$ cat src/inc/pmt_defs.svh
// offsets, field positions, reset values and timing counts for the timer bank
// assumes: included by its bare name from the package and the design files
`ifndef PMT_DEFS_SVH
`define PMT_DEFS_SVH

// geometry
`define PMT_NUM_CH        6
`define PMT_CNT_W         16
`define PMT_ADDR_W        8

// register word offsets on the plain register port
`define PMT_OFF_START_LO  8'h00
`define PMT_OFF_START_HI  8'h01
`define PMT_OFF_IRQ_STAT  8'h02
`define PMT_OFF_IRQ_CLR   8'h03
`define PMT_OFF_IRQ_EN    8'h04
`define PMT_OFF_CH_BASE   8'h10
`define PMT_CH_STRIDE     2

// start bits sit at positions 5 to 7 of each count start register
`define PMT_START_LSB     5
`define PMT_START_PER_REG 3

// mode register field positions
`define PMT_MR_OP_LSB     0
`define PMT_MR_MSEL_LO    2
`define PMT_MR_MSEL_HI    3
`define PMT_MR_AUX        4
`define PMT_MR_OVF        5
`define PMT_MR_SRC_LSB    6

// reset values
`define PMT_MODE_RST      8'h00
`define PMT_CNT_RST       16'h0000
`define PMT_READ_RELOAD   16'hffff

// count source prescaler divisors in clock cycles
`define PMT_DIV_SRC0      1
`define PMT_DIV_SRC1      8
`define PMT_DIV_SRC2      32
`define PMT_DIV_SRC3      64
`define PMT_DIV_W         6

`endif

$ cat src/inc/pmt_pkg.sv
// types shared by the timer bank files
// assumes: constants come from the defs header
`include "pmt_defs.svh"

package pmt_pkg;

  // operation mode of one channel
  typedef enum logic [1:0] {
    OP_TIMER   = 2'b00,
    OP_EVENT   = 2'b01,
    OP_MEASURE = 2'b10,
    OP_RSVD    = 2'b11
  } op_mode_type;

  // channel mode register, bit 7 down to bit 0
  typedef struct packed {
    logic [1:0]  count_source_sel;
    logic        overflow_flag;
    logic        mode_aux_bit;
    logic        measure_select_hi;
    logic        measure_select_lo;
    op_mode_type operation_mode_sel;
  } mode_reg_type;

  // one register port request
  typedef struct packed {
    logic                     wr;
    logic                     rd;
    logic [`PMT_ADDR_W-1:0]   addr;
    logic [`PMT_CNT_W-1:0]    wdata;
  } bus_req_type;

endpackage : pmt_pkg

$ cat src/core/pmt_sync.sv
// two flip-flop synchroniser for a group of pin inputs
// assumes: inputs are asynchronous to i_mclk; reset is already synchronised
`timescale 1ns/100ps

module pmt_sync #(
  parameter int W = 1
) (
  input  wire logic         i_mclk,
  input  wire logic         i_rst_n,
  input  wire logic [W-1:0] i_async,
  output logic      [W-1:0] o_sync
);

  logic [W-1:0] meta_q;

  // first stage feeds only the second stage
  always_ff @(posedge i_mclk or negedge i_rst_n) begin
    if (!i_rst_n) begin
      meta_q <= '0;
      o_sync <= '0;
    end else begin
      meta_q <= i_async;
      o_sync <= meta_q;
    end
  end

endmodule : pmt_sync

$ cat src/core/pmt_prescale.sv
// free running prescaler giving the four internal count source ticks
// assumes: one clock; ticks 1-3 are single cycle pulses, tick 0 is high every cycle
`timescale 1ns/100ps
`include "pmt_defs.svh"

module pmt_prescale (
  input  wire logic       i_mclk,
  input  wire logic       i_rst_n,
  output logic      [3:0] o_tick
);

  localparam logic [`PMT_DIV_W-1:0] DIV1 = `PMT_DIV_W'(`PMT_DIV_SRC1 - 1);
  localparam logic [`PMT_DIV_W-1:0] DIV2 = `PMT_DIV_W'(`PMT_DIV_SRC2 - 1);
  localparam logic [`PMT_DIV_W-1:0] DIV3 = `PMT_DIV_W'(`PMT_DIV_SRC3 - 1);

  logic [`PMT_DIV_W-1:0] div_q;

  // one shared counter; divisors are powers of two so masks pick the ticks
  always_ff @(posedge i_mclk or negedge i_rst_n) begin
    if (!i_rst_n) begin
      div_q  <= '0;
      o_tick <= 4'h0;
    end else begin
      div_q  <= div_q + `PMT_DIV_W'(1);
      o_tick <= {(div_q & DIV3) == DIV3, (div_q & DIV2) == DIV2,
                 (div_q & DIV1) == DIV1, 1'b1};
    end
  end

endmodule : pmt_prescale

$ cat src/core/pmt_timer_bank.sv
// bank of six 16-bit timer channels: timer, event counter, pulse measurement
// assumes: plain register port on i_mclk, pulse pins asynchronous
//
// Contract
// - channels idle after reset; count only while start bit is 1
// - start bits ch0-2 at bits 5-7 of low register, ch3-5 of high
// - counter read while counting returns live count in timer and event modes, capture in measurement; count continues
// - read coinciding with reload returns all ones
// - counter written while stopped reads back the written value
// - measurement: interrupt flag set on active edge and on overflow
// - overflow flag visible in mode register to find request cause
// - overflow clears only by write while running after a further tick
// - first edge after start captures undefined value, no interrupt
// - counter undefined at start; overflow may flag before first edge
// - width measurement continuous, no high or low level indication
`timescale 1ns/100ps
`include "pmt_defs.svh"

module pmt_timer_bank (
  input  wire logic                     i_mclk,
  input  wire logic                     i_reset_n,
  input  wire logic [`PMT_ADDR_W-1:0]   i_addr,
  input  wire logic [`PMT_CNT_W-1:0]    i_wdata,
  input  wire logic                     i_wr,
  input  wire logic                     i_rd,
  input  wire logic [`PMT_NUM_CH-1:0]   i_pulse,
  output logic      [`PMT_CNT_W-1:0]    o_rdata,
  output logic                          o_irq
);

  localparam int NCH = `PMT_NUM_CH;
  localparam int CW  = `PMT_CNT_W;

  // reset release through two flip-flops
  logic rst_meta_q;
  logic rst_n_q;

  always_ff @(posedge i_mclk or negedge i_reset_n) begin
    if (!i_reset_n) begin
      rst_meta_q <= 1'b0;
      rst_n_q    <= 1'b0;
    end else begin
      rst_meta_q <= 1'b1;
      rst_n_q    <= rst_meta_q;
    end
  end

  // register port bundled as one request
  pmt_pkg::bus_req_type req;

  assign req.wr    = i_wr;
  assign req.rd    = i_rd;
  assign req.addr  = i_addr;
  assign req.wdata = i_wdata;

  // pins pass two flops before any logic looks at them
  logic [NCH-1:0] pulse_sync;

  pmt_sync #(
    .W (NCH)
  ) u_pulse_sync (
    .i_mclk  (i_mclk),
    .i_rst_n (rst_n_q),
    .i_async (i_pulse),
    .o_sync  (pulse_sync)
  );

  // internal count sources
  logic [3:0] src_tick;

  pmt_prescale u_prescale (
    .i_mclk  (i_mclk),
    .i_rst_n (rst_n_q),
    .o_tick  (src_tick)
  );

  // global register decode
  wire wr_start_lo = req.wr && (req.addr == `PMT_OFF_START_LO);
  wire wr_start_hi = req.wr && (req.addr == `PMT_OFF_START_HI);
  wire wr_irq_clr  = req.wr && (req.addr == `PMT_OFF_IRQ_CLR);
  wire wr_irq_en   = req.wr && (req.addr == `PMT_OFF_IRQ_EN);

  logic [NCH-1:0] start_q;
  logic [NCH-1:0] ir_q;
  logic [NCH-1:0] ir_en_q;
  logic [NCH-1:0] ir_set;

  // start bits: channels 0-2 in low register, 3-5 in high register
  wire [2:0] start_lo_field = req.wdata[`PMT_START_LSB +: `PMT_START_PER_REG];
  wire [2:0] start_hi_field = req.wdata[`PMT_START_LSB +: `PMT_START_PER_REG];
  wire [NCH-1:0] start_d = {wr_start_hi ? start_hi_field : start_q[5:3],
                            wr_start_lo ? start_lo_field : start_q[2:0]};

  // clear mask only acts on bits that fire no set in the same cycle
  wire [NCH-1:0] clr_mask = wr_irq_clr ? req.wdata[NCH-1:0] : '0;
  wire [NCH-1:0] ir_d     = (ir_q & ~clr_mask) | ir_set;
  wire [NCH-1:0] ir_en_d  = wr_irq_en ? req.wdata[NCH-1:0] : ir_en_q;

  // start, status and enable registers
  always_ff @(posedge i_mclk or negedge rst_n_q) begin
    if (!rst_n_q) begin
      start_q <= '0;
      ir_q    <= '0;
      ir_en_q <= '0;
      o_irq   <= 1'b0;
    end else begin
      start_q <= start_d;
      ir_q    <= ir_d;
      ir_en_q <= ir_en_d;
      o_irq   <= |(ir_d & ir_en_d);
    end
  end

  // per channel read values for the read mux
  logic [7:0]    mode_rd [NCH];
  logic [CW-1:0] cnt_rd  [NCH];
  logic [NCH-1:0] hit_mode;
  logic [NCH-1:0] hit_cnt;

  for (genvar i = 0; i < NCH; i++) begin : g_ch
    localparam logic [`PMT_ADDR_W-1:0] MODE_OFF =
      `PMT_ADDR_W'(`PMT_OFF_CH_BASE + `PMT_CH_STRIDE * i);
    localparam logic [`PMT_ADDR_W-1:0] CNT_OFF  =
      `PMT_ADDR_W'(`PMT_OFF_CH_BASE + `PMT_CH_STRIDE * i + 1);

    pmt_pkg::mode_reg_type cfg_q;
    pmt_pkg::mode_reg_type cfg_d;
    pmt_pkg::mode_reg_type wr_cfg;
    logic          ovf_q;
    logic          ovf_d;
    logic          tick_seen_q;
    logic          armed_q;
    logic          pin_q;
    logic [CW-1:0] cnt_q;
    logic [CW-1:0] cnt_d;
    logic [CW-1:0] reload_q;
    logic [CW-1:0] reload_d;

    assign hit_mode[i] = (req.addr == MODE_OFF);
    assign hit_cnt[i]  = (req.addr == CNT_OFF);
    assign wr_cfg      = pmt_pkg::mode_reg_type'(req.wdata[7:0]);

    wire run      = start_q[i];
    wire mode_wr  = req.wr && hit_mode[i];
    wire cnt_wr   = req.wr && hit_cnt[i];
    wire is_meas  = (cfg_q.operation_mode_sel == pmt_pkg::OP_MEASURE);
    wire is_event = (cfg_q.operation_mode_sel == pmt_pkg::OP_EVENT);
    wire is_timer = (cfg_q.operation_mode_sel == pmt_pkg::OP_TIMER);
    wire tick     = src_tick[cfg_q.count_source_sel];

    // edge detect on the synchronised pin
    wire rise = pulse_sync[i] && !pin_q;
    wire fall = !pulse_sync[i] && pin_q;

    // event mode: measure_select_lo picks falling edge instead of rising
    wire ev_edge = cfg_q.measure_select_lo ? fall : rise;

    // measurement: 00 falling to falling, 01 rising to rising, else every edge
    wire both_edges = cfg_q.measure_select_hi;
    wire m_edge_raw = both_edges ? (rise || fall)
                    : (cfg_q.measure_select_lo ? rise : fall);

    // timer and event counting down
    wire dn_step   = run && ((is_timer && tick) || (is_event && ev_edge));
    wire underflow = dn_step && (cnt_q == '0);

    // measurement counting up from the source tick
    wire m_tick = run && is_meas && tick;
    wire m_edge = run && is_meas && m_edge_raw;
    wire m_ovf  = m_tick && !m_edge && (cnt_q == {CW{1'b1}});

    // reload moment for the read collision
    wire reload_now = underflow || m_edge;

    // flag clear needs a running channel and a tick after the flag rose
    wire ovf_clr = mode_wr && run && tick_seen_q && !wr_cfg.overflow_flag;

    // interrupt causes; the first capture after start is silent
    assign ir_set[i] = underflow || (m_edge && armed_q) || m_ovf;

    // mode fields only take a write while stopped; running writes only clear the flag
    always_comb begin
      cfg_d = cfg_q;
      if (mode_wr && !run) begin
        cfg_d = wr_cfg;
      end
      cfg_d.overflow_flag = 1'b0;
    end

    // overflow flag: a new overflow wins over a clear in the same cycle
    assign ovf_d = m_ovf ? 1'b1 : (ovf_clr ? 1'b0 : ovf_q);

    // counter next value
    always_comb begin
      cnt_d = cnt_q;
      if (cnt_wr && !run) begin
        cnt_d = req.wdata;
      end else if (underflow) begin
        cnt_d = reload_q;
      end else if (dn_step) begin
        cnt_d = cnt_q - CW'(1);
      end else if (m_edge) begin
        cnt_d = '0;
      end else if (m_tick) begin
        cnt_d = cnt_q + CW'(1); // wraps on overflow
      end
    end

    // reload holds the period in timer modes and the capture in measurement
    always_comb begin
      reload_d = reload_q;
      if (m_edge) begin
        reload_d = cnt_q;
      end else if (cnt_wr) begin
        reload_d = req.wdata;
      end
    end

    // channel state; the counter is not cleared at start
    always_ff @(posedge i_mclk or negedge rst_n_q) begin
      if (!rst_n_q) begin
        cfg_q       <= pmt_pkg::mode_reg_type'(`PMT_MODE_RST);
        ovf_q       <= 1'b0;
        tick_seen_q <= 1'b0;
        armed_q     <= 1'b0;
        pin_q       <= 1'b0;
        cnt_q       <= `PMT_CNT_RST;
        reload_q    <= `PMT_CNT_RST;
      end else begin
        cfg_q       <= cfg_d;
        ovf_q       <= ovf_d;
        tick_seen_q <= m_ovf ? 1'b0 : (tick_seen_q || m_tick);
        armed_q     <= run && is_meas && (armed_q || m_edge);
        pin_q       <= pulse_sync[i];
        cnt_q       <= cnt_d;
        reload_q    <= reload_d;
      end
    end

    // readback: mode with live flag, counter or capture, all ones on reload
    assign mode_rd[i] = {cfg_q.count_source_sel, ovf_q, cfg_q.mode_aux_bit,
                         cfg_q.measure_select_hi, cfg_q.measure_select_lo,
                         cfg_q.operation_mode_sel};
    assign cnt_rd[i]  = reload_now ? `PMT_READ_RELOAD
                      : (is_meas ? reload_q : cnt_q);
  end

  // read mux; unmapped addresses and write-only registers read zero
  logic [CW-1:0] rdata_d;

  always_comb begin
    rdata_d = '0;
    unique case (req.addr)
      `PMT_OFF_START_LO: rdata_d = CW'({start_q[2:0], 5'h00});
      `PMT_OFF_START_HI: rdata_d = CW'({start_q[5:3], 5'h00});
      `PMT_OFF_IRQ_STAT: rdata_d = CW'(ir_q);
      `PMT_OFF_IRQ_EN:   rdata_d = CW'(ir_en_q);
      default: begin
        for (int k = 0; k < NCH; k++) begin
          if (hit_mode[k]) begin
            rdata_d = CW'(mode_rd[k]);
          end
          if (hit_cnt[k]) begin
            rdata_d = cnt_rd[k];
          end
        end
      end
    endcase
  end

  // read data stands only in the cycle after the strobe
  always_ff @(posedge i_mclk or negedge rst_n_q) begin
    if (!rst_n_q) begin
      o_rdata <= '0;
    end else begin
      o_rdata <= req.rd ? rdata_d : '0;
    end
  end

endmodule : pmt_timer_bank

$ cat config.mk
export PLATFORM = sky130hd
export DESIGN_NAME = pmt_timer_bank
export DESIGN_NICKNAME = d
export VERILOG_FILES = /design/src/inc/pmt_pkg.sv /design/src/core/pmt_sync.sv /design/src/core/pmt_prescale.sv /design/src/core/pmt_timer_bank.sv
export VERILOG_INCLUDE_DIRS = /design/src /design/src/inc
export SDC_FILE = /design/constraint.sdc
export NUM_CORES = 1
export LEC_CHECK = 0
export BUFFER_PORTS_ARGS = -buffer_cell sky130_fd_sc_hd__buf_2
export CAP_MARGIN = 40
export CORE_ASPECT_RATIO = 1.4
export CORE_MARGIN = 8
export CORE_UTILIZATION = 44
export CTS_BUF_LIST = sky130_fd_sc_hd__clkbuf_4
export DETAILED_ROUTE_END_ITERATION = 8
export MAX_ROUTING_LAYER = met4
export SKIP_LAST_GASP = 1
export SLEW_MARGIN = 10
export SYNTH_ARGS = -nofsm -noshare
export SYNTH_HDL_FRONTEND = slang
export SYNTH_SLANG_ARGS = --single-unit
$ cat constraint.sdc
create_clock -name i_mclk -period 22.1 [get_ports i_mclk]
set_input_delay 0 -clock i_mclk [delete_from_list [all_inputs] [get_ports i_mclk]]
set_output_delay 0 -clock i_mclk [all_outputs]
set_load 0.02 [all_outputs]
After elaboration in Yosys (flattened, before gate mapping)
Index checks and enable logic that the tools add are counted.
{ "word_totals": {"ff_bits": 317, "inputBits": 34, "out_inout_bits": 17, "word_cells": 479} }
{ "op_classes": {"add_sub_neg": 13, "magnitude_cmp": 6, "n_eq_ne": 37, "muxes": 118, "bitwise_logic": 4, "reduce_logical": 223} }
{ "op_table": {"columns": ["cell", "count"], "rows": [
  ["$mux W16", 66],
  ["$logic_and A1 B1 Y1", 124],
  ["$add A16 B1 Y16 const B", 6],
  ["$eq A16 B16 Y1 const B", 6],
  ["$eq A8 B5 Y1 const B", 12],
  ["$logic_not A16 Y1", 6],
  ["$sub A16 B1 Y16 const B", 6],
  ["$pmux W16 S4", 1],
  ["$logic_or A1 B1 Y1", 42],
  ["$mux W1", 42],
  ["$reduce_bool A5 Y1", 6],
  ["$logic_not A1 Y1", 25],
  ["$reduce_bool A2 Y1", 12],
  ["$lt A2 B3 Y1 const B", 6],
  ["$eq A8 B2 Y1 const B", 2],
  ["$and A6 B6 Y6", 2],
  ["$bmux W1 S2", 6],
  ["$eq A2 B1 Y1 const B", 6],
  ["$eq A2 B2 Y1 const B", 6],
  ["$logic_not A2 Y1", 6],
  ["$mux W6", 2],
  ["$eq A8 B1 Y1 const B", 1],
  ["$eq A8 B3 Y1 const B", 1],
  ["$logic_not A8 Y1", 1],
  ["8 further kinds", 8]
]} }

Logic depth before layout (Yosys ltp)
Gate-level depths: netlist (run 1).
{ "logic_depth": {"ltp_word": 22, "ltp_mapped": 11, "depth_no_buf": 9} }

Hierarchy
From an unflattened synthesis (run 1), not the netlist that was laid out.
{ "unflattened": {"cells_unflattened": 2697, "hier_area_um2": 21936.0} }
{ "modules_own_cells": {"columns": ["mod", "n_inst", "cells_each", "area_each_um2", "seq_area_each_um2"], "rows": [
  ["pmt_timer_bank", 1, 2663, 21292.9, 7382.1],
  ["pmt_prescale", 1, 22, 342.8, 250.2],
  ["pmt_sync", 1, 12, 300.3, 300.3]
]} }

Worst setup path after synthesis (run 1)
No wires, ideal clock.
{ "synth_path": {"path_kind": "register to register", "start": "register g_ch[3].cnt_q[10]", "end": "register o_rdata[2]", "arrival_time_ns": 2.646, "slack_ns": 19.387, "path_stages_with_launch": 10, "path_buffers": 2, "period_less_slack_ns": 2.713, "path_cell_list": "dfrtp_1 buf_6 or4_4 or2_4 or4_4 and2_1 buf_6 and3_1 a2111oi_2 a41o_1"} }
{ "synth_via": {"elab_chain_len": 11} }
{ "synth_rtl": {"columns": ["item", "line_no", "source"], "rows": [
  ["start: declaration", "pmt_timer_bank.sv:134", "logic [CW-1:0] cnt_q;"],
  ["start signal: assignment", "pmt_timer_bank.sv:227", "cnt_q <= `PMT_CNT_RST;"],
  ["start signal: assignment", "pmt_timer_bank.sv:235", "cnt_q <= cnt_d;"],
  ["$logic_not A16 Y1", "pmt_timer_bank.sv:165", "wire underflow = dn_step && (cnt_q == '0);"],
  ["$logic_and A1 B1 Y1", "pmt_timer_bank.sv:165", null],
  ["$logic_or A1 B1 Y1", "pmt_timer_bank.sv:173", "wire reload_now = underflow || m_edge;"],
  ["$mux W16", "pmt_timer_bank.sv:244", "assign cnt_rd[i] = reload_now ? `PMT_READ_RELOAD"],
  ["$mux W16", "pmt_timer_bank.sv:263", "if (hit_cnt[k]) begin"],
  ["$mux W16", "pmt_timer_bank.sv:260", "if (hit_mode[k]) begin"],
  ["$mux W16", "pmt_timer_bank.sv:263", null],
  ["$mux W16", "pmt_timer_bank.sv:260", null],
  ["$mux W16", "pmt_timer_bank.sv:263", null],
  ["$pmux W16 S4", "pmt_timer_bank.sv:253", "unique case (req.addr)"],
  ["$mux W16", "pmt_timer_bank.sv:276", "o_rdata <= req.rd ? rdata_d : '0;"],
  ["end signal: assignment", "pmt_timer_bank.sv:276", null],
  ["end: declaration", "pmt_timer_bank.sv:27", "output logic [`PMT_CNT_W-1:0] o_rdata,"]
]} }
Every way passes these cells.
A chain may end at the register's enable or synchronous reset.

Worst setup path in the final report (run 1)
{ "layout_path": {"start": "register g_ch[5].cnt_q[0]", "end": "register o_rdata[3]"} }
{ "layout_via": {"elab_chain_len": 7} }
{ "layout_rtl": {"columns": ["item", "line_no"], "rows": [
  ["start: declaration", "pmt_timer_bank.sv:134"],
  ["start signal: assignment", "pmt_timer_bank.sv:227"],
  ["start signal: assignment", "pmt_timer_bank.sv:235"],
  ["$logic_not A16 Y1", "pmt_timer_bank.sv:165"],
  ["$logic_and A1 B1 Y1", "pmt_timer_bank.sv:165"],
  ["$logic_or A1 B1 Y1", "pmt_timer_bank.sv:173"],
  ["$mux W16", "pmt_timer_bank.sv:244"],
  ["$mux W16", "pmt_timer_bank.sv:263"],
  ["$pmux W16 S4", "pmt_timer_bank.sv:253"],
  ["$mux W16", "pmt_timer_bank.sv:276"]
]} }
Every way passes these cells.

==> summary.txt, run 1 <==
Run status
  • Status: finished, final reports clean

Power
  • Power share of the clock group: 0.293
  • Leak pwr: 10.1 nW
  • Power Total: 1.87 mW
  • Net Sw Frac: 0.396
  • Net Sw Power: 739 uW
  • Power density cells: around 77 nW/um2
  • Comb power frac: 0.267
  • P_int: approximately 1.1 mW
  • Sequential share of power: 0.440
  • VDD IR max: 53.9 uV

Critical path
  • CP arrival: 4780 ps
  • Setup crit end: o_rdata[3]
  • Worst stage delay on the critical path: roughly 570 ps
  • Crit path kind: reg2reg
  • CP max stage cell: dlygate4sd3_1
  • FF-to-FF Start: g_ch[5].cnt_q[0]
  • Flop2flop setup slack: between 15000 and 20000 ps
  • Critical path peak fanout: 18
  • Worst Path Required: 22860 ps
  • Worst path cell trace: inv_1, ha_1, nor3b_1, and4b_1, nand4_1, buf_4, and2_1, a221oi_1, o221ai_1, o21ai_1, dlygate4sd3_1
  • CP endpoint kind: register
  • RR Endpoint: o_rdata[3]
  • Crit. Startpoint: g_ch[5].cnt_q[0]
  • R2r worst-path depth: 11
  • Worst setup SP type: register

Synthesis
  • Area contributors post-synth: dfrtp_1, nand2_1, mux2i_1, o21ai_0, clkbuf_1
  • Synth Register Bits: 317
  • Syn Area/Cell: 8.20 um2
  • Ys async rst share: 1.00
  • Synth unique cells: 86
  • Post-Syn Instances: 2691
  • Post-Syn Area: 22100 um2
  • Yosys warns: 0
  • Top FF cell, synth: dfrtp_1
  • Seq/Total Area, Yosys: 0.360
  • EDFF count, synth: 0
  • Share of the synthesized area in the top cell type: 0.360
  • Largest area contributor in the netlist: dfrtp_1

Floorplan
  • Die height: 281 um
  • DIE AREA: between 50000 and 60000 um2
  • Die width: roughly 210 um
  • Starting density of the core: 0.443
  • Io pins: 51
  • Core Region: 49800 um2
  • Num rows: slightly below 100

STA
  • Final setup skew: 67.9 ps
  • RSZ-0062 raised after global routing: false
  • Setup TNS: 0 ps
  • Least-Margin Pin Slew: a little over 900 ps
  • Fmax: roughly 250 MHz
  • Final setup vio count: 0
  • Max-slew violation count: 0
  • Worst slew margin: 0.375
  • Fin crit share: 0.182
  • Final worst path period need: 4010 ps
  • Fin. Hold Viols: 0

Clock tree
  • Post-CTS Setup Inserts: 0
  • CTS buffer count: 86
  • Clock Sinks: 317
  • Clock Latency Late Sink: ~900 ps
  • Clk slew on worst S/H paths: approximately 70 ps
  • H-Tree Level Count: 3
  • Maximum clock path buffer count: 3
  • Clk root buf: clkbuf_4
  • CTS tree: built

Drt
  • DR DRC count: 0
  • Final WL: 88400 um
  • Avg WL per Cell: around 26 um
  • Antenna-violating nets left: 0
  • Total number of vias: 22100
  • Drt pass-1 iters: 7
  • Number of DRC markers in iteration 0: 2249
  • Via density: 6.53

Final layout
  • Syn-to-layout area delta: 10.0%
  • Fin area: ~24000 um2
  • # nets final: roughly 2700
  • Most common cell after layout, fill and taps aside: nand2_1
  • Post-Layout Cell Count: 3388
  • Most frequent cells in the layout: nand2_1, dfrtp_1, o21ai_0
  • Fraction of final layout cells with drive strength greater than 1: 0.132

Place
  • Port buffer count: 50
  • DP HPWL: roughly 62000 um
  • Placed insts: 3198
  • Cell Area, Placed: 22800 um2
  • Final RePlAce weighted congestion: 1.00

Flow run
  • Max-Cap Viols: 0

Global route
  • First-pass GRT wire length: about 130000 um
  • GRT overflow: 0
  • Total GRT Usage: 0.312
  • Vias in the first global route: 21400
  • Maximum number of pins on one net before global-route repair: 57
  • Initial antenna violation count: 3

Hold path
  • Hold crit path type: in2reg
==> registers in the layout, indices dropped and copies added, names as in the netlist, 4 cells and up <==
signal / cells
o_rdata: 16
g_ch.cnt_q: 96
ir_q: 6
g_ch.pin_q: 6
ir_en_q: 6
g_ch.ovf_q: 6
g_ch.both_edges: 6
u_pulse_sync.meta_q: 6
u_prescale.o_tick: 4
start_q: 6
g_ch.armed_q: 6
u_pulse_sync.o_sync: 6
g_ch.reload_q: 96
g_ch.cfg_q: 36
g_ch.tick_seen_q: 6
u_prescale.div_q: 6
==> how the worst min path moves through the flow <==
stage                 end  slack (ps)      start  cells past startpoint
2_1_floorplan  rst_meta_q        -300  i_reset_n                      0
3_3_place_gp   rst_meta_q        -220  i_reset_n                      1
3_5_place_dp   rst_meta_q        -210  i_reset_n                      1
4_1_cts        ir_en_q[0]           4  i_addr[2]                      4
5_1_grt        ir_en_q[0]         120  i_addr[2]                      4
6_report       o_rdata[2]         120  i_addr[0]                      5
==> routing by layer <==
metal | up-vias | global-route usage | routed length, um
met4 | 0 | 0.198 | 5900
met3 | 276 | 0.0559 | 6730
met1 | 10900 | 0.364 | 34100
met5 | - | - | 0
met2 | 1062 | 0.492 | 41700
li1 | 9917 | - | -
==> stage by stage <==
stage	hold slack [ps]	utilization	worst slack (ps)
floorplan	-296	-	12610
global placement	-215	0.453	18410
detailed placement	-214	0.458	18590
CTS	3.61	0.488	18140
global route	116	0.488	17970
finish	118	0.488	18090
==> logic make-up after synthesis <==
kind of cell	after synthesis	share of synthesized area
AND/OR/NAND/NOR	996	0.216
multiplexers	213	0.104
buffers and inverters	302	0.0527
XOR/XNOR	60	0.0238
flip-flops	317	0.360
adder cells (fa/ha/maj)	30	0.0169
AO/OA/AOI/OAI	772	0.227
other	1	0.000170
==> worst max-delay path: cells and delay by family, from the launching register on <==
kind | cells | cell delay [ps]
AO/OA/AOI/OAI | 3 | 840
adder cells (fa/ha/maj) | 1 | 220
buffers and inverters | 3 | 950
flip-flops | 1 | 480
AND/OR/NAND/NOR | 4 | 1440
==> synth_stat cells, drive strengths merged, types with 11 or more instances <==
master,n
a221o,13
or4,18
buf,21
o21ai,222
nor2b,17
nor3,76
clkbuf,229
nor4,33
and3,41
nand2,365
or3,26
xnor2,37
ha,29
nor2,214
o211ai,37
nand2b,15
inv,52
a22oi,25
o221ai,17
o31ai,11
dfrtp,317
mux2i,131
a31oi,69
nand4,33
xor2,23
a221oi,16
o22ai,49
or2,11
and4,11
a211oi,46
mux2,76
a21oi,140
and2,20
nand3,89
a22o,13
==> what timing repair did <==
action	in CTS	in global routing
hold buffers	41	0
resized for setup	0	0
endpoints found under the hold margin	282	0
==> layout make-up <==
| type | instances | area, um2 |
|---|---|---|
| clock inverter | 26 | 171 |
| inverter | 52 | 195 |
| timing repair buffer | 154 | 1250 |
| clock buffer | 119 | 893 |
| fill | 4872 | 25500 |
| tap | 643 | 805 |
| antenna | 4 | 10.0 |
| multi-input combinational | 2073 | 13000 |
| sequential | 317 | 7940 |
==> power by group through the flow <==
stage          registers, mW  logic [mW]  clock network, mW
2_1_floorplan          0.707       0.443                  0
3_3_place_gp           0.825       0.474                  0
3_5_place_dp           0.827       0.484                  0
4_1_cts                0.816       0.492              0.563
5_1_grt                0.836       0.547              0.589
6_report               0.822       0.498              0.547
Note: power is estimated with default switching activity, not from simulation.
==> run 2, diff against run 1 <==
==> constraint.sdc (replaced) <==
create_clock -name i_mclk -period 3.7 [get_ports i_mclk]
set_input_delay 0 -clock i_mclk [delete_from_list [all_inputs] [get_ports i_mclk]]
set_output_delay 0 -clock i_mclk [all_outputs]
set_load 0.02 [all_outputs]
==> run 2 against run 1 <==
Effect of this change:
- critical path depth is 1 lower
- total power grew to 6.1 times the previous value
- combinational power grew to 6.2 times the previous value
- largest cell class unchanged
- highest routed layer unchanged
==> summary.txt, run 2 (synthesis results as in run 1) <==
STA
  • RSZ-0062 raised after global routing: false
  • Fmax: between 200 and 300 MHz
  • Final worst path period need: 3400 ps
  • Worst slew margin: 0.389
  • Final setup skew: 74.0 ps
  • Final setup vio count: 0
  • Setup TNS: 0 ps
  • Fin crit share: 0.919
  • Final hold slack: 106 ps
  • Max-slew violation count: 0
  • Fin. Hold Viols: 0
  • Least-Margin Pin Slew: between 900 and 1000 ps
  • Worst Slack Setup Final: 300 ps

Hold path
  • Hold crit path type: in2reg

Place
  • Placement Setup Slack: between 500 and 600 ps
  • DP HPWL: 63600 um
  • Port buffer count: 50
  • Final RePlAce weighted congestion: 0.991
  • Placed insts: around 3200

Floorplan
  • Die height: roughly 280 um
  • DIE AREA: 57700 um2
  • Io pins: 51
  • Die width: 205 um
  • Starting density of the core: 0.443
  • Num rows: 97
  • Core Region: 49800 um2

Clock tree
  • Clk slew on worst S/H paths: 60 ps
  • CTS buffer count: 89
  • Maximum clock path buffer count: 3
  • Clock Sinks: 317
  • Clock Latency Late Sink: 880 ps
  • Post-CTS Setup Inserts: 0
  • CTS tree: built
  • H-Tree Level Count: 3
  • Clk root buf: clkbuf_4

Critical path
  • Critical path peak fanout: 12
  • Worst stage delay on the critical path: 830 ps
  • CP max stage cell: dlygate4sd3_1
  • Worst Path Required: 4460 ps
  • Most used cell, CP: dlygate4sd3_1
  • Crit path kind: in2reg
  • Worst setup SP type: input pin
  • CP endpoint kind: register
  • CP arrival: ~4200 ps
  • Worst path cell trace: dlygate4sd3_1, buf_2, nor4b_4, dlygate4sd3_1, and2_1, nand2_1, or2_2, nand3_1, o22ai_1, a31oi_1

Power
  • VDD IR max: 290 uV
  • Power density cells: roughly 460 nW/um2
  • Power Total: ~11 mW
  • Leak pwr: between 10 and 15 nW

Final layout
  • Largest regs: g_ch.cnt_q x96, g_ch.reload_q x96, g_ch.cfg_q x36
  • Post-Layout Cell Count: roughly 3400
  • # fillers: 4961
  • Most common cell after layout, fill and taps aside: nand2_1
  • Syn-to-layout area delta: 11.6%
  • Sequential Area: ~8000 um2
  • Multi-input logic area: around 13000 um2
  • Most frequent cells in the layout: nand2_1, dfrtp_1, o21ai_0
  • # nets final: between 2000 and 3000
  • Fraction of final layout cells with drive strength greater than 1: 0.147

Drt
  • Avg WL per Cell: around 26 um
  • Total number of vias: between 20000 and 25000
  • Drt pass-1 iters: 6
  • Number of DRC markers in iteration 0: 2188
  • Final WL: 89800 um
  • Antenna-violating nets left: 0
  • Via density: 6.46
  • DR DRC count: 0

Global route
  • Total GRT Usage: 0.317
  • Maximum number of pins on one net before global-route repair: 55
  • Initial antenna violation count: 3
  • GRT overflow: 0
  • First-pass GRT wire length: 136000 um
  • Vias in the first global route: 21600

Flow run
  • Max-Cap Viols: 0

Run status
  • Status: finished, final reports clean
==> run 2: cell count changes in the layout (fill, tap and decap cells not counted), sizes merged <==
cell / previous run / this run
diode: 4 / 2
clkinvlp: 2 / 1
buf: 113 / 148
clkbuf: 119 / 130
clkinv: 20 / 27
clkdlybuf4s18: 0 / 1
==> run 2: area by class of cell <==
class / count / share of cell area
multi-input combinational: 2073 / 0.529
inverter: 52 / 0.00793
antenna: 2 / 0.000203
clock inverter: 32 / 0.00772
sequential: 317 / 0.322
clock buffer: 130 / 0.0396
tap: 643 / 0.0327
timing repair buffer: 190 / 0.0609
==> run 2: critical path: cells and delay by family <==
family	cells	cell delay, ps
AND/OR/NAND/NOR	5	2180
AO/OA/AOI/OAI	2	390
buffers and inverters	3	1580
==> run 2: where the power goes <==
part | internal (mW) | leakage [nW] | switching [mW]
clock network | 1.76 | 0.689 | 1.70
logic | 1.28 | 5.95 | 1.82
registers | 3.87 | 3.62 | 0.980
total | 6.90 | 10.3 | 4.50
==> run 2: metal layers <==
| layer | wire length (um) | GRT usage | up-vias |
|---|---|---|---|
| met5 | 0 | - | - |
| met4 | 5930 | 0.195 | 0 |
| met3 | 6260 | 0.0543 | 264 |
| met2 | 42500 | 0.506 | 1015 |
| met1 | 35200 | 0.370 | 10900 |
| li1 | - | - | 10000 |
==> run 2: final timing paths <==
check                            startpoint              endpoint  slack [ps]  depth (start not counted)
setup / recovery                  i_addr[4]     g_ch[5].cnt_q[13]         300                         10
hold reg to reg                     rst_n_q  g_ch[0].reload_q[10]         200                          0
setup reg to reg           g_ch[3].cnt_q[0]            o_rdata[3]         440                          9
max in group asynchronous           rst_n_q   g_ch[5].reload_q[6]        2510                          2
min in group asynchronous           rst_n_q  g_ch[0].reload_q[10]         200                          0
hold / removal                    i_addr[5]               ir_q[1]         110                          5
==> run 2: timing repair <==
| action | in CTS | in global routing |
|---|---|---|
| setup endpoints to repair | 0 | 1 |
| gates resized for setup | 0 | 1 |
| hold buffers | 41 | 0 |
| hold endpoints to repair | 279 | 0 |
==> run 2: metrics by stage <==
step                       util  area (um2)
after floorplan               -       22100
after global routing      0.495       24600
after detailed placement  0.463       23000
after global placement    0.462       23000
final                     0.495       24600
after CTS                 0.495       24600
